[config.mk]
export PLATFORM = sky130hd
export DESIGN_NAME = clock_reset_control
export DESIGN_NICKNAME = d
export VERILOG_FILES = /design/src/rtl/clock_reset_control_pkg.sv /design/src/rtl/clock_reset_control.sv
export VERILOG_INCLUDE_DIRS = /design/src /design/src/rtl
export SDC_FILE = /design/constraint.sdc
export NUM_CORES = 2
export LEC_CHECK = 0
export BUFFER_PORTS_ARGS = -buffer_cell sky130_fd_sc_hd__buf_2
export CORE_ASPECT_RATIO = 1.75
export CORE_MARGIN = 2
export CORE_UTILIZATION = 52
export CTS_CLUSTER_SIZE = 25
export DETAILED_ROUTE_END_ITERATION = 8
export HOLD_SLACK_MARGIN = 0.08
export PLACE_DENSITY = 0.69
export SETUP_SLACK_MARGIN = 0.02
export SYNTH_ARGS = -nofsm -noshare
export SYNTH_HDL_FRONTEND = slang
export SYNTH_SLANG_ARGS = --single-unit
[constraint.sdc]
create_clock -name ref_clk_i -period 7 [get_ports ref_clk_i]
set_input_delay 1.4 -clock ref_clk_i [delete_from_list [all_inputs] [get_ports ref_clk_i]]
set_output_delay 1.4 -clock ref_clk_i [all_outputs]
set_load 0.1 [all_outputs]
[src/rtl/clock_reset_control_defines.svh]
// Register indices, reset values, write masks and field ranges of the clock and reset unit.
// Assumes a register bus that addresses one 32-bit word per index.
`ifndef CLOCK_RESET_CONTROL_DEFINES_SVH
`define CLOCK_RESET_CONTROL_DEFINES_SVH
`define CRC_BASE_ADDR 32'hc883c000
`define CRC_NUM_REGS 25
`define IDX_SYS_REF 8'h0b
`define IDX_PTIMER 8'h0f
`define IDX_GPLL0 8'h10
`define IDX_GPLL2 8'h11
`define IDX_GPLL3 8'h12
`define IDX_GPLL4 8'h13
`define IDX_XTAL_PIN 8'h2f
`define IDX_T90K 8'h3b
`define IDX_MEM_PD0 8'h40
`define IDX_VMEM_PD0 8'h41
`define IDX_VMEM_PD1 8'h42
`define IDX_SVID_DIV 8'h4a
`define IDX_SVID_CTL 8'h4b
`define IDX_GATE_LO 8'h50
`define IDX_GATE_HI 8'h51
`define IDX_GATE_EX 8'h52
`define IDX_GATE_OTH 8'h54
`define IDX_GATE_AO 8'h55
`define IDX_OSC_CTL 8'h56
`define IDX_CPU_DIV 8'h57
`define IDX_CPU_RST 8'h58
`define IDX_VID_DIV 8'h59
`define IDX_SYS_CTL 8'h5d
`define IDX_AUD_CTL 8'h5e
`define IDX_VID_CTL 8'h5f
`define RST_T90K 32'h00000384
`define RST_MEM_PD 32'hffffffff
`define RST_GATE_AO 32'h000000ff
`define RST_OSC 32'h0000ffff
`define RST_SYS_CTL 32'h00006080
`define RST_AUD_CTL 32'h00000001
`define WM_PTIMER 32'h00000000
`define WM_GATE_AO 32'h000000ff
`define WM_OSC 32'h0000ffff
`define WM_GPLL0 32'h7fffffff
`define PTIMER_CYCLES 900
`define PTIMER_CNT 11:0
`define PTIMER_TOP 12'hfff
`define T90K_VAL 15:0
`define GPLL_LOCK 31
`define GPLL_EN 30
`define GPLL_RST 29
`define SYS_WIDE_EN 31
`define SYS_WIDE_DIV 30:16
`define SYS_SRC 14:12
`define SYS_RTC 9
`define SYS_DIV_MUX 8
`define SYS_PLL_MUX 7
`define SYS_DIV 6:0
`define AUD_DAC_SRC 25:24
`define AUD_DAC_EN 23
`define AUD_DAC_DIV 22:16
`define AUD_PLL_EN 8
`define AUD_DIV 7:0
`define CPU_TRC_BLK 23
`define CPU_TRC_SEL 22:20
`define CPU_AXI_BLK 18
`define CPU_AXI_SEL 11:9
`define CPU_APB_BLK 16
`define CPU_APB_SEL 5:3
`define RST_CPU_AXI 10
`define RST_DBG_N 9
`define RST_L2_N 8
`define RST_CORE_N 7:4
`define RST_SOFT 3:0
`define ENC_GATE_NORM 2
`define ENC_GATE_BIST 1
`define SVID_ALT_DAC 19
`define AO_UNUSED 31:8
`endif

[src/rtl/clock_reset_control_pkg.sv]
// Types shared by the clock and reset unit.
// Assumes the defines header is compiled alongside.
package clock_reset_control_pkg;
    // Storage slot of each register, in ascending index order.
    typedef enum logic [4:0] {
        S_REF, S_PTM, S_PLL0, S_PLL2, S_PLL3, S_PLL4, S_XTAL, S_T90K, S_MPD0,
        S_VPD0, S_VPD1, S_SVDIV, S_SVCTL, S_GLO, S_GHI, S_GEX, S_GOTH, S_GAO,
        S_OSC, S_CPUD, S_CPUR, S_VDIV, S_SYS, S_AUD, S_VCTL
    } slot_t;
    typedef logic [14:0] div_cnt_t;
endpackage

[src/rtl/clock_reset_control.sv]
// Clock and reset unit: register file, program timer, 90 kHz tick and clock dividers.
// Assumes a peripheral bus master on ref_clk_i; pll_lock_i comes from another domain.
`include "clock_reset_control_defines.svh"
`timescale 1ns/1ns
`default_nettype none
module clock_reset_control #(
    parameter int TICK_DIV = `PTIMER_CYCLES
) (
    // Clock, reset and freeze.
    input  wire logic        ref_clk_i,
    input  wire logic        rst_i,
    input  wire logic        ce_i,
    // Peripheral register bus.
    input  wire logic        psel_i,
    input  wire logic        penable_i,
    input  wire logic        pwrite_i,
    input  wire logic [9:0]  paddr_i,
    input  wire logic [31:0] pwdata_i,
    output logic      [31:0] prdata_o,
    output logic             pready_o,
    output logic             pslverr_o,
    // Analog status.
    input  wire logic        pll_lock_i,
    // Timer events.
    output logic             timer_irq_o,
    output logic             ninety_khz_tick_o,
    // Generated clocks.
    output logic             main_peripheral_clock_o,
    output logic             audio_clk_o,
    output logic             audio_dac_clk_o,
    output logic             cpu_trace_clk_o,
    output logic             axi_clk_o,
    output logic             apb_clk_o,
    // Clock source selects.
    output logic      [2:0]  sys_clk_source_select_o,
    output logic             divider_mux_pll_o,
    output logic             pll_mux_pll_o,
    output logic             rtc_osc_select_o,
    output logic      [1:0]  audio_dac_source_o,
    output logic             alternate_adc_pll_clock_o,
    // Clock gates and memory power-down.
    output logic      [63:0] main_gate_o,
    output logic      [31:0] main_gate_extra_o,
    output logic      [31:0] other_gate_o,
    output logic      [7:0]  ao_gate_o,
    output logic             interlaced_encoder_clock_gate_o,
    output logic             interlaced_encoder_bist_gate_o,
    output logic      [31:0] mem_pd_o,
    output logic      [63:0] video_mem_pd_o,
    // Processor resets and PLL control.
    output logic      [3:0]  core_reset_n_field_o,
    output logic             level2_cache_reset_n_o,
    output logic             debug_reset_n_o,
    output logic      [3:0]  cpu_soft_reset_o,
    output logic             cpu_axi_reset_o,
    output logic             gp_pll_enable_o,
    output logic             gp_pll_reset_o
);
    import clock_reset_control_pkg::*;

    localparam int PW = $clog2(TICK_DIV);
    localparam int ND = 6;
    localparam logic [PW-1:0] PRE_LAST = PW'(TICK_DIV - 1);

    // The prescaler needs at least two states to be meaningful.
    if (TICK_DIV < 2) begin : g_chk
        $error("TICK_DIV must be at least 2");
    end

    // Map a word index to a storage slot; the top bit flags a hit.
    function automatic logic [5:0] decode(input logic [7:0] idx);
        case (idx)
            `IDX_SYS_REF:  decode = {1'b1, S_REF};
            `IDX_PTIMER:   decode = {1'b1, S_PTM};
            `IDX_GPLL0:    decode = {1'b1, S_PLL0};
            `IDX_GPLL2:    decode = {1'b1, S_PLL2};
            `IDX_GPLL3:    decode = {1'b1, S_PLL3};
            `IDX_GPLL4:    decode = {1'b1, S_PLL4};
            `IDX_XTAL_PIN: decode = {1'b1, S_XTAL};
            `IDX_T90K:     decode = {1'b1, S_T90K};
            `IDX_MEM_PD0:  decode = {1'b1, S_MPD0};
            `IDX_VMEM_PD0: decode = {1'b1, S_VPD0};
            `IDX_VMEM_PD1: decode = {1'b1, S_VPD1};
            `IDX_SVID_DIV: decode = {1'b1, S_SVDIV};
            `IDX_SVID_CTL: decode = {1'b1, S_SVCTL};
            `IDX_GATE_LO:  decode = {1'b1, S_GLO};
            `IDX_GATE_HI:  decode = {1'b1, S_GHI};
            `IDX_GATE_EX:  decode = {1'b1, S_GEX};
            `IDX_GATE_OTH: decode = {1'b1, S_GOTH};
            `IDX_GATE_AO:  decode = {1'b1, S_GAO};
            `IDX_OSC_CTL:  decode = {1'b1, S_OSC};
            `IDX_CPU_DIV:  decode = {1'b1, S_CPUD};
            `IDX_CPU_RST:  decode = {1'b1, S_CPUR};
            `IDX_VID_DIV:  decode = {1'b1, S_VDIV};
            `IDX_SYS_CTL:  decode = {1'b1, S_SYS};
            `IDX_AUD_CTL:  decode = {1'b1, S_AUD};
            `IDX_VID_CTL:  decode = {1'b1, S_VCTL};
            default:       decode = 6'h00;
        endcase
    endfunction

    // Reset value of each slot.
    function automatic logic [31:0] reset_of(input slot_t s);
        case (s)
            S_T90K:               reset_of = `RST_T90K;
            S_MPD0, S_VPD0, S_VPD1: reset_of = `RST_MEM_PD;
            S_GAO:                reset_of = `RST_GATE_AO;
            S_OSC:                reset_of = `RST_OSC;
            S_SYS:                reset_of = `RST_SYS_CTL;
            S_AUD:                reset_of = `RST_AUD_CTL;
            default:              reset_of = 32'h0;
        endcase
    endfunction

    // Writable bits of each slot; others read back as stored or zero.
    function automatic logic [31:0] wmask_of(input slot_t s);
        case (s)
            S_PTM:   wmask_of = `WM_PTIMER;
            S_GAO:   wmask_of = `WM_GATE_AO;
            S_OSC:   wmask_of = `WM_OSC;
            S_PLL0:  wmask_of = `WM_GPLL0;
            default: wmask_of = 32'hffffffff;
        endcase
    endfunction

    // Divider counter step: wraps after reaching its limit.
    function automatic div_cnt_t div_next(input div_cnt_t cnt, input div_cnt_t lim);
        div_next = (cnt >= lim) ? 15'h0000 : cnt + 15'h0001;
    endfunction

    // High for the first half of a period of lim+1 cycles.
    function automatic logic div_level(input div_cnt_t cnt, input div_cnt_t lim);
        logic [15:0] half;
        half = ({1'b0, lim} + 16'h0002) >> 1;
        div_level = {1'b0, cnt} < half;
    endfunction

    logic [31:0] regs_r [0:`CRC_NUM_REGS-1];
    logic [31:0] rd_val;
    logic [31:0] wmask;
    logic [5:0]  dec;
    logic        hit;
    logic        access;
    logic        wr_en;
    slot_t       slot;
    logic        pready_r;
    logic        pslverr_r;
    logic [31:0] prdata_r;
    logic        lock_s1_r;
    logic        lock_s2_r;
    logic [PW-1:0] pre_r;
    logic [11:0] ptimer_r;
    logic        timer_irq_r;
    logic [15:0] n90_cnt_r;
    logic        n90_tick_r;
    div_cnt_t    cnt_r [0:ND-1];
    div_cnt_t    lim [0:ND-1];
    logic [ND-1:0] run;
    logic [ND-1:0] clk_r;

    // Word index decode; the two low address bits select nothing.
    assign dec    = decode(paddr_i[9:2]);
    assign hit    = dec[5];
    assign slot   = slot_t'(dec[4:0]);
    assign access = psel_i & penable_i & ~pready_r;
    assign wr_en  = access & pwrite_i & hit;
    assign wmask  = wmask_of(slot);

    // Read view; the timer and the lock flag live outside the array.
    always_comb begin
        case (slot)
            S_PTM:   rd_val = {20'h00000, ptimer_r};
            S_PLL0:  rd_val = {lock_s2_r, regs_r[S_PLL0][30:0]};
            default: rd_val = regs_r[slot];
        endcase
    end

    // Lock flag crosses from the analog side through two flops.
    always_ff @(posedge ref_clk_i) begin
        if (rst_i) begin
            lock_s1_r <= 1'b0;
            lock_s2_r <= 1'b0;
        end else if (ce_i) begin
            lock_s1_r <= pll_lock_i;
            lock_s2_r <= lock_s1_r;
        end
    end

    // Bus answer: one wait state, so every output comes from a flop.
    always_ff @(posedge ref_clk_i) begin
        if (rst_i) begin
            pready_r  <= 1'b0;
            pslverr_r <= 1'b0;
            prdata_r  <= 32'h0;
        end else if (ce_i) begin
            pready_r  <= access;
            pslverr_r <= access & ~hit;
            if (access & ~pwrite_i) begin
                prdata_r <= hit ? rd_val : 32'h0;
            end
        end
    end

    // Register file; masked bits keep their value on a write.
    always_ff @(posedge ref_clk_i) begin
        if (rst_i) begin
            for (int i = 0; i < `CRC_NUM_REGS; i++) begin
                regs_r[i] <= reset_of(slot_t'(i[4:0]));
            end
        end else if (ce_i && wr_en) begin
            regs_r[slot] <= (pwdata_i & wmask) | (regs_r[slot] & ~wmask);
        end
    end

    // Program timer; a software write wins over a prescaler step.
    always_ff @(posedge ref_clk_i) begin
        if (rst_i) begin
            pre_r       <= '0;
            ptimer_r    <= 12'h000;
            timer_irq_r <= 1'b0;
        end else if (ce_i) begin
            timer_irq_r <= 1'b0;
            pre_r <= (pre_r == PRE_LAST) ? '0 : pre_r + 1'b1;
            if (wr_en && slot == S_PTM) begin
                ptimer_r <= pwdata_i[`PTIMER_CNT];
            end else if (pre_r == PRE_LAST) begin
                ptimer_r <= ptimer_r + 12'h001;
                if (ptimer_r == `PTIMER_TOP) begin
                    timer_irq_r <= 1'b1;
                end
            end
        end
    end

    // 90 kHz tick: one pulse per programmed number of cycles.
    always_ff @(posedge ref_clk_i) begin
        if (rst_i) begin
            n90_cnt_r  <= 16'h0000;
            n90_tick_r <= 1'b0;
        end else if (ce_i) begin
            if ({1'b0, n90_cnt_r} + 17'h00001 >= {1'b0, regs_r[S_T90K][`T90K_VAL]}) begin
                n90_cnt_r  <= 16'h0000;
                n90_tick_r <= 1'b1;
            end else begin
                n90_cnt_r  <= n90_cnt_r + 16'h0001;
                n90_tick_r <= 1'b0;
            end
        end
    end

    // Divider limits and run conditions; a select of zero leaves a CPU clock stopped.
    always_comb begin
        lim[0] = regs_r[S_SYS][`SYS_WIDE_EN] ? regs_r[S_SYS][`SYS_WIDE_DIV]
                                             : {8'h00, regs_r[S_SYS][`SYS_DIV]};
        run[0] = 1'b1;
        lim[1] = {7'h00, regs_r[S_AUD][`AUD_DIV]};
        run[1] = regs_r[S_AUD][`AUD_PLL_EN];
        lim[2] = {8'h00, regs_r[S_AUD][`AUD_DAC_DIV]};
        run[2] = regs_r[S_AUD][`AUD_DAC_EN];
        lim[3] = {12'h000, regs_r[S_CPUD][`CPU_TRC_SEL]};
        run[3] = ~regs_r[S_CPUD][`CPU_TRC_BLK] & (|regs_r[S_CPUD][`CPU_TRC_SEL]);
        lim[4] = {12'h000, regs_r[S_CPUD][`CPU_AXI_SEL]};
        run[4] = ~regs_r[S_CPUD][`CPU_AXI_BLK] & (|regs_r[S_CPUD][`CPU_AXI_SEL]);
        lim[5] = {12'h000, regs_r[S_CPUD][`CPU_APB_SEL]};
        run[5] = ~regs_r[S_CPUD][`CPU_APB_BLK] & (|regs_r[S_CPUD][`CPU_APB_SEL]);
    end

    // Divider counters; a limit lowered mid-period restarts cleanly.
    always_ff @(posedge ref_clk_i) begin
        if (rst_i) begin
            for (int i = 0; i < ND; i++) begin
                cnt_r[i] <= 15'h0000;
            end
            clk_r <= '0;
        end else if (ce_i) begin
            for (int i = 0; i < ND; i++) begin
                if (run[i]) begin
                    cnt_r[i] <= div_next(cnt_r[i], lim[i]);
                    clk_r[i] <= div_level(cnt_r[i], lim[i]);
                end else begin
                    cnt_r[i] <= 15'h0000;
                    clk_r[i] <= 1'b0;
                end
            end
        end
    end

    // Bus and event outputs.
    assign prdata_o          = prdata_r;
    assign pready_o          = pready_r;
    assign pslverr_o         = pslverr_r;
    assign timer_irq_o       = timer_irq_r;
    assign ninety_khz_tick_o = n90_tick_r;

    // Generated clock levels.
    assign main_peripheral_clock_o = clk_r[0];
    assign audio_clk_o             = clk_r[1];
    assign audio_dac_clk_o         = clk_r[2];
    assign cpu_trace_clk_o         = clk_r[3];
    assign axi_clk_o               = clk_r[4];
    assign apb_clk_o               = clk_r[5];

    // Source selects drive the clock-tree muxes directly from their flops.
    assign sys_clk_source_select_o   = regs_r[S_SYS][`SYS_SRC];
    assign divider_mux_pll_o         = regs_r[S_SYS][`SYS_DIV_MUX];
    assign pll_mux_pll_o             = regs_r[S_SYS][`SYS_PLL_MUX];
    assign rtc_osc_select_o          = regs_r[S_SYS][`SYS_RTC];
    assign audio_dac_source_o        = regs_r[S_AUD][`AUD_DAC_SRC];
    assign alternate_adc_pll_clock_o = regs_r[S_SVDIV][`SVID_ALT_DAC];

    // Gate enables are high to run a clock; power-down pairs are 11 to sleep.
    assign main_gate_o                     = {regs_r[S_GHI], regs_r[S_GLO]};
    assign main_gate_extra_o               = regs_r[S_GEX];
    assign other_gate_o                    = regs_r[S_GOTH];
    assign ao_gate_o                       = regs_r[S_GAO][7:0];
    assign interlaced_encoder_clock_gate_o = regs_r[S_GOTH][`ENC_GATE_NORM];
    assign interlaced_encoder_bist_gate_o  = regs_r[S_GOTH][`ENC_GATE_BIST];
    assign mem_pd_o                        = regs_r[S_MPD0];
    assign video_mem_pd_o                  = {regs_r[S_VPD1], regs_r[S_VPD0]};

    // Processor resets: the _n fields hold their targets in reset while zero.
    assign core_reset_n_field_o   = regs_r[S_CPUR][`RST_CORE_N];
    assign level2_cache_reset_n_o = regs_r[S_CPUR][`RST_L2_N];
    assign debug_reset_n_o        = regs_r[S_CPUR][`RST_DBG_N];
    assign cpu_soft_reset_o       = regs_r[S_CPUR][`RST_SOFT];
    assign cpu_axi_reset_o        = regs_r[S_CPUR][`RST_CPU_AXI];
    assign gp_pll_enable_o        = regs_r[S_PLL0][`GPLL_EN];
    assign gp_pll_reset_o         = regs_r[S_PLL0][`GPLL_RST];
endmodule
`default_nettype wire

-- Word-level counts from Yosys, hierarchy flattened
Memories as Yosys holds them, arrays and structs flattened.
Cells that the tools add are included.
- register bits: 82
- bits in latches: 0
- RAM bits: 890
- memory bits (read-only): 0
- input port bits: 49
- output and inout port bits: 298
- memories kept: 2
- memories (memory ; depth ; bits a word ; rd ports ; clocked after memory_dff ; wr ports ; RTL line ; source):
    regs_r ; 25 ; 32 ; 16 ; 0 ; 25 ; clock_reset_control.sv:138 ; logic [31:0] regs_r [0:`CRC_NUM_REGS-1];
    cnt_r ; 6 ; 15 ; 6 ; 0 ; 6 ; clock_reset_control.sv:156 ; div_cnt_t cnt_r [0:ND-1];
- add/subtract/negate cells: 16
- multipliers: 0
- div/mod/pow operators: 0
- $lt $le $gt $ge: 13
- equal/unequal tests: 31
- shift operators: 0
- mux-type cells: 93
- bitwise gates (word level): 30
- reduce and logical (&&, ||, !) cells: 9
- operators by type and width (kind ; count):
    32-bit two-way mux ; 9
    15-bit two-way mux ; 18
    6-bit one-hot mux with 25 select lines ; 1
    8-bit by 7-bit == test with 1-bit output, second input constant ; 17
    32-bit one-hot mux with 4 select lines ; 1
    15-bit by 1-bit adder with 15-bit output, second input constant ; 6
    32-bit bitwise AND ; 2
    32-bit one-hot mux with 2 select lines ; 1
    1-bit two-way mux ; 58
    15-bit by 3-bit greater-or-equal comparator with 1-bit output ; 3
    15-bit by 3-bit < comparator with 1-bit output ; 3
    8-bit by 5-bit == test with 1-bit output, second input constant ; 4
    32-bit NOT ; 1
    32-bit bitwise OR ; 1
    32-bit OR reduction ; 1
    12-bit two-way mux ; 2
    16-bit by 1-bit adder with 17-bit output, second input constant ; 1
    17-bit by 16-bit greater-or-equal comparator with 1-bit output ; 1
    15-bit by 2-bit adder with 16-bit output, second input constant ; 1
    16-bit by 1-bit adder with 16-bit output, second input constant ; 1
    8-bit by 4-bit == test with 1-bit output, second input constant ; 2
    8-bit by 6-bit == test with 1-bit output, second input constant ; 2
    16-bit two-way mux ; 1
    15-bit greater-or-equal comparator ; 1
    other kinds (24) ; 54

-- Logic depth before layout (Yosys ltp)
- word-level depth: 10
- depth in mapped cells: 16
- depth with buffers taken out: 15

-- Least setup slack after synthesis
OpenSTA, ideal clock, no wires.
- kind: in2reg
- start: input paddr_i[7]
- end: memory regs_r[10][0], enable pin
- arrival: 5662 ps
- path slack: 872 ps
- stages on the path: 10
- path buffers: 3
- path through: or3b_1 buf_2 or3_4 a21oi_4 nor3_4 buf_2 buf_2 nor2_1 nand2_1 o21ai_0
- RTL lines (what ; RTL line ; source):
    from (decl) ; clock_reset_control.sv:17 ; input wire logic [9:0] paddr_i,
    to (decl) ; clock_reset_control.sv:138 ;

==> results by group <==
Drt
  • Vias: 38700
  • DRT iter0 DRCs: 5961
  • Antenna Violating Nets Remaining: 0
  • Per-cell routed wire length: 32.2 µm
  • Via density: 6.58
  • Routed wire length: 189 mm
  • DRT Pass-1 Iters: 6
  • Residual DRC: 0

Floorplan
  • Die height: 406 µm
  • IO Count: 347
  • Site Rows: 147
  • Initial core utilization: 52.3%
  • Die X: 234 µm
  • Die area: 94700 µm²
  • Core Area: 91600 µm²

Logic synthesis
  • Share of the synthesized area in the top cell type: 57.9%
  • Mapped cell area: 47900 µm²
  • Yosys cell types: 105
  • Synthesis Warnings: 0
  • Synth top cells by count: edfxtp_1 (924), nor2_1 (832), nand2_1 (526), mux2i_1 (203), clkbuf_1 (149)
  • EDFF count, synth: 924
  • Top post-synthesis cells by area: edfxtp_1 (58%), nor2_1 (6.5%), mux2i_1 (4.2%)
  • Sequential share of the synthesized area: 61.3%
  • Synth Register Bits: 1006
  • Mapped Cells: 4219
  • Most common cell in the synthesized netlist: edfxtp_1
  • Mean Syn Cell Area: 11.4 µm²
  • Async SR Flop Fraction: 0%
  • Ys flop type: edfxtp_1
  • Area leader, netlist: edfxtp_1

Critical path
  • RR Startpoint: n90_cnt_r[0]
  • CP arrival: 6.13 ns
  • Reg2Reg Depth: 15
  • Crit path launch type: input pin
  • Reg2reg end: n90_cnt_r[13]
  • Worst-path fanout max: 21
  • Critical path origin: paddr_i[8]
  • Reg2reg setup slack: 2.78 ns
  • Setup CP Type: in -> reg
  • Setup crit end kind: register
  • CP Data Required Time: 7.43 ns

Layout
  • Fraction of layout cells with a size suffix above 1: 17.2%
  • Final nets: 4752
  • Area grow syn2layout: 14.3%

STA
  • Final setup TNS: 0 ns
  • Tcrit/Tclk final: 81.5%
  • Hold Fails Final Rpt: 0
  • Max Clk Rate: 175 MHz
  • Final hold slack: 0.454 ns
  • Worst-margin pin slew: 1.26 ns
  • Post-route minimum period: 5.71 ns
  • Worst relative slew slack: 15.6%
  • Final Setup Violations: 0
  • Clock Skew: 0.0357 ns
  • RSZ-0062 raised after global routing: false
  • Final Max Tran Viols: 0

Status
  • Status: completed

CTS
  • Max Root-Sink Buffers: 3
  • Post-CTS Setup Repair Bufs: 0
  • Htree depth: 3
  • Clk_lat worst skew: 0.72 ns
  • CTS Sinks: 1006
  • CTS resizes: 0
  • CTS Buf Count: 92
  • Root Buffer: clkbuf_16
  • Post-CTS Hold Fix Bufs: 0
  • TritonCTS clock tree: built
  • Worst-path clk slew: 0.06 ns

Min path
  • Worst-case hold path end point: clk_r[4]
  • Hold Startpoint: clk_r[4]
  • Hold depth: 2
  • Worst min-delay path class: reg -> reg

Global routing
  • Total GRT Usage: 39.6%
  • Largest net degree at the start of global routing: 61
  • First-pass GRT wire length: 261 mm
  • Aggregate global routing overflow: 0
  • Vias in the first global route: 36600
  • Initial antenna violation count: 12

Place
  • Hpwl dp: 128 mm
  • # port buffers: 344
  • Gpl congestion: 0.975

Pwr
  • Pwr Density: 244 nW/µm²
  • P_leak: 20.7 nW
  • Peak VDD IR: 235 µV

Job
  • Max_cap viols: 0
report_power, final:
| group | total, mW | internal, mW | switching (mW) |
|---|---|---|---|
| Sequential | 6.88 | 6.75 | 0.129 |
| Combinational | 1.42 | 0.308 | 1.11 |
| Clock | 5.05 | 2.70 | 2.35 |
| Total | 13.3 | 9.76 | 3.59 |
how the worst max path moves through the flow:
stage	depth (start not counted)	to
3_5_place_dp	13	regs_r[15][3]
5_1_grt	13	regs_r[17][3]
3_3_place_gp	13	regs_r[17][3]
2_1_floorplan	10	regs_r[10][0]
6_report	13	regs_r[6][3]
4_1_cts	10	regs_r[19][23]
worst max-delay path, cell delays in order:
cell	delay [ns]
buf_2	0.18
or3b_1	0.46
o22ai_1	0.18
a211o_1	0.43
or2_2	0.60
buf_4	0.33
nor2_2	0.69
buf_4	0.36
nand3_1	0.20
and4_1	0.30
a21oi_2	0.63
buf_12	0.26
nor2_1	0.07
layout by cell type, fill, tap and decap left out, drive strengths merged, types with 11 or more instances in the layout:
| cell type | count |
|---|---|
| nand2 | 526 |
| a21o | 23 |
| buf | 539 |
| a22oi | 38 |
| edfxtp | 924 |
| o21a | 25 |
| a2111oi | 14 |
| inv | 105 |
| xnor2 | 45 |
| nor2 | 835 |
| ha | 103 |
| o211ai | 16 |
| o31ai | 12 |
| a32o | 13 |
| dfxtp | 82 |
| o21ai | 83 |
| a21oi | 99 |
| or2 | 16 |
| nand3 | 119 |
| a211oi | 46 |
| a31oi | 35 |
| xor2 | 32 |
| clkinv | 34 |
| nor4 | 40 |
| conb | 80 |
| a32oi | 55 |
| nand2b | 19 |
| nand4 | 57 |
| nor2b | 11 |
| nor3 | 47 |
| clkbuf | 121 |
| and2 | 22 |
| a221oi | 17 |
| and4 | 44 |
| and3 | 22 |
| a22o | 35 |
| mux2i | 211 |
flip-flops by register name, indices dropped and copies added (netlist names):
signal             flops
ninety_khz_tick_o      1
timer_irq_o            1
prdata_o              32
cnt_r                 90
pre_r                 10
pready_o               1
n90_cnt_r             16
pslverr_o              1
ptimer_r              12
clk_r                  6
lock_s1_r              1
regs_r               834
lock_s2_r              1
area by class of cell:
cell class	count	area, µm²
Antenna cell	9	22.5
Clock buffer	121	2510
Clock inverter	48	427
Fill cell	7581	36800
Inverter	102	383
Multi-Input combinational cell	2859	17100
Sequential cell	1006	29400
Tap cell	1192	1490
Timing Repair Buffer	539	3490
kinds of logic (layout without fill, tap and decap cells):
logic type / Yosys count / after routing / share of synthesized area (%)
compound gates: 576 / 576 / 8.93
flops: 1006 / 1006 / 61.3
buf+inv: 433 / 810 / 4.24
mux: 226 / 226 / 4.96
simple gates: 1797 / 1797 / 16.5
other cells: 1 / 89 / 0.00782
xor+xnor: 77 / 77 / 1.42
fa+ha+maj: 103 / 103 / 2.69
layer usage:
metal  vias up  wire [µm]  GRT usage, %
met5         -        149             0
met4        16      20100          34.2
met3       891      24200          10.4
met2      3290      84600          60.8
met1     18500      59800          45.7
li1      16000          -             -
stage by stage:
stage	utilization, %	power (mW)	setup WS [ns]	instance area, µm²	instances
2_1_floorplan	-	7.88	0.872	48200	4298
3_3_place_gp	56.6	8.36	0.994	51800	5698
3_5_place_dp	56.6	8.38	1.00	51800	5698
4_1_cts	59.8	13.3	1.72	54800	5867
5_1_grt	59.8	13.6	1.36	54800	5872
6_report	59.8	13.3	1.29	54800	5876
(Power assumes the default switching activity.)
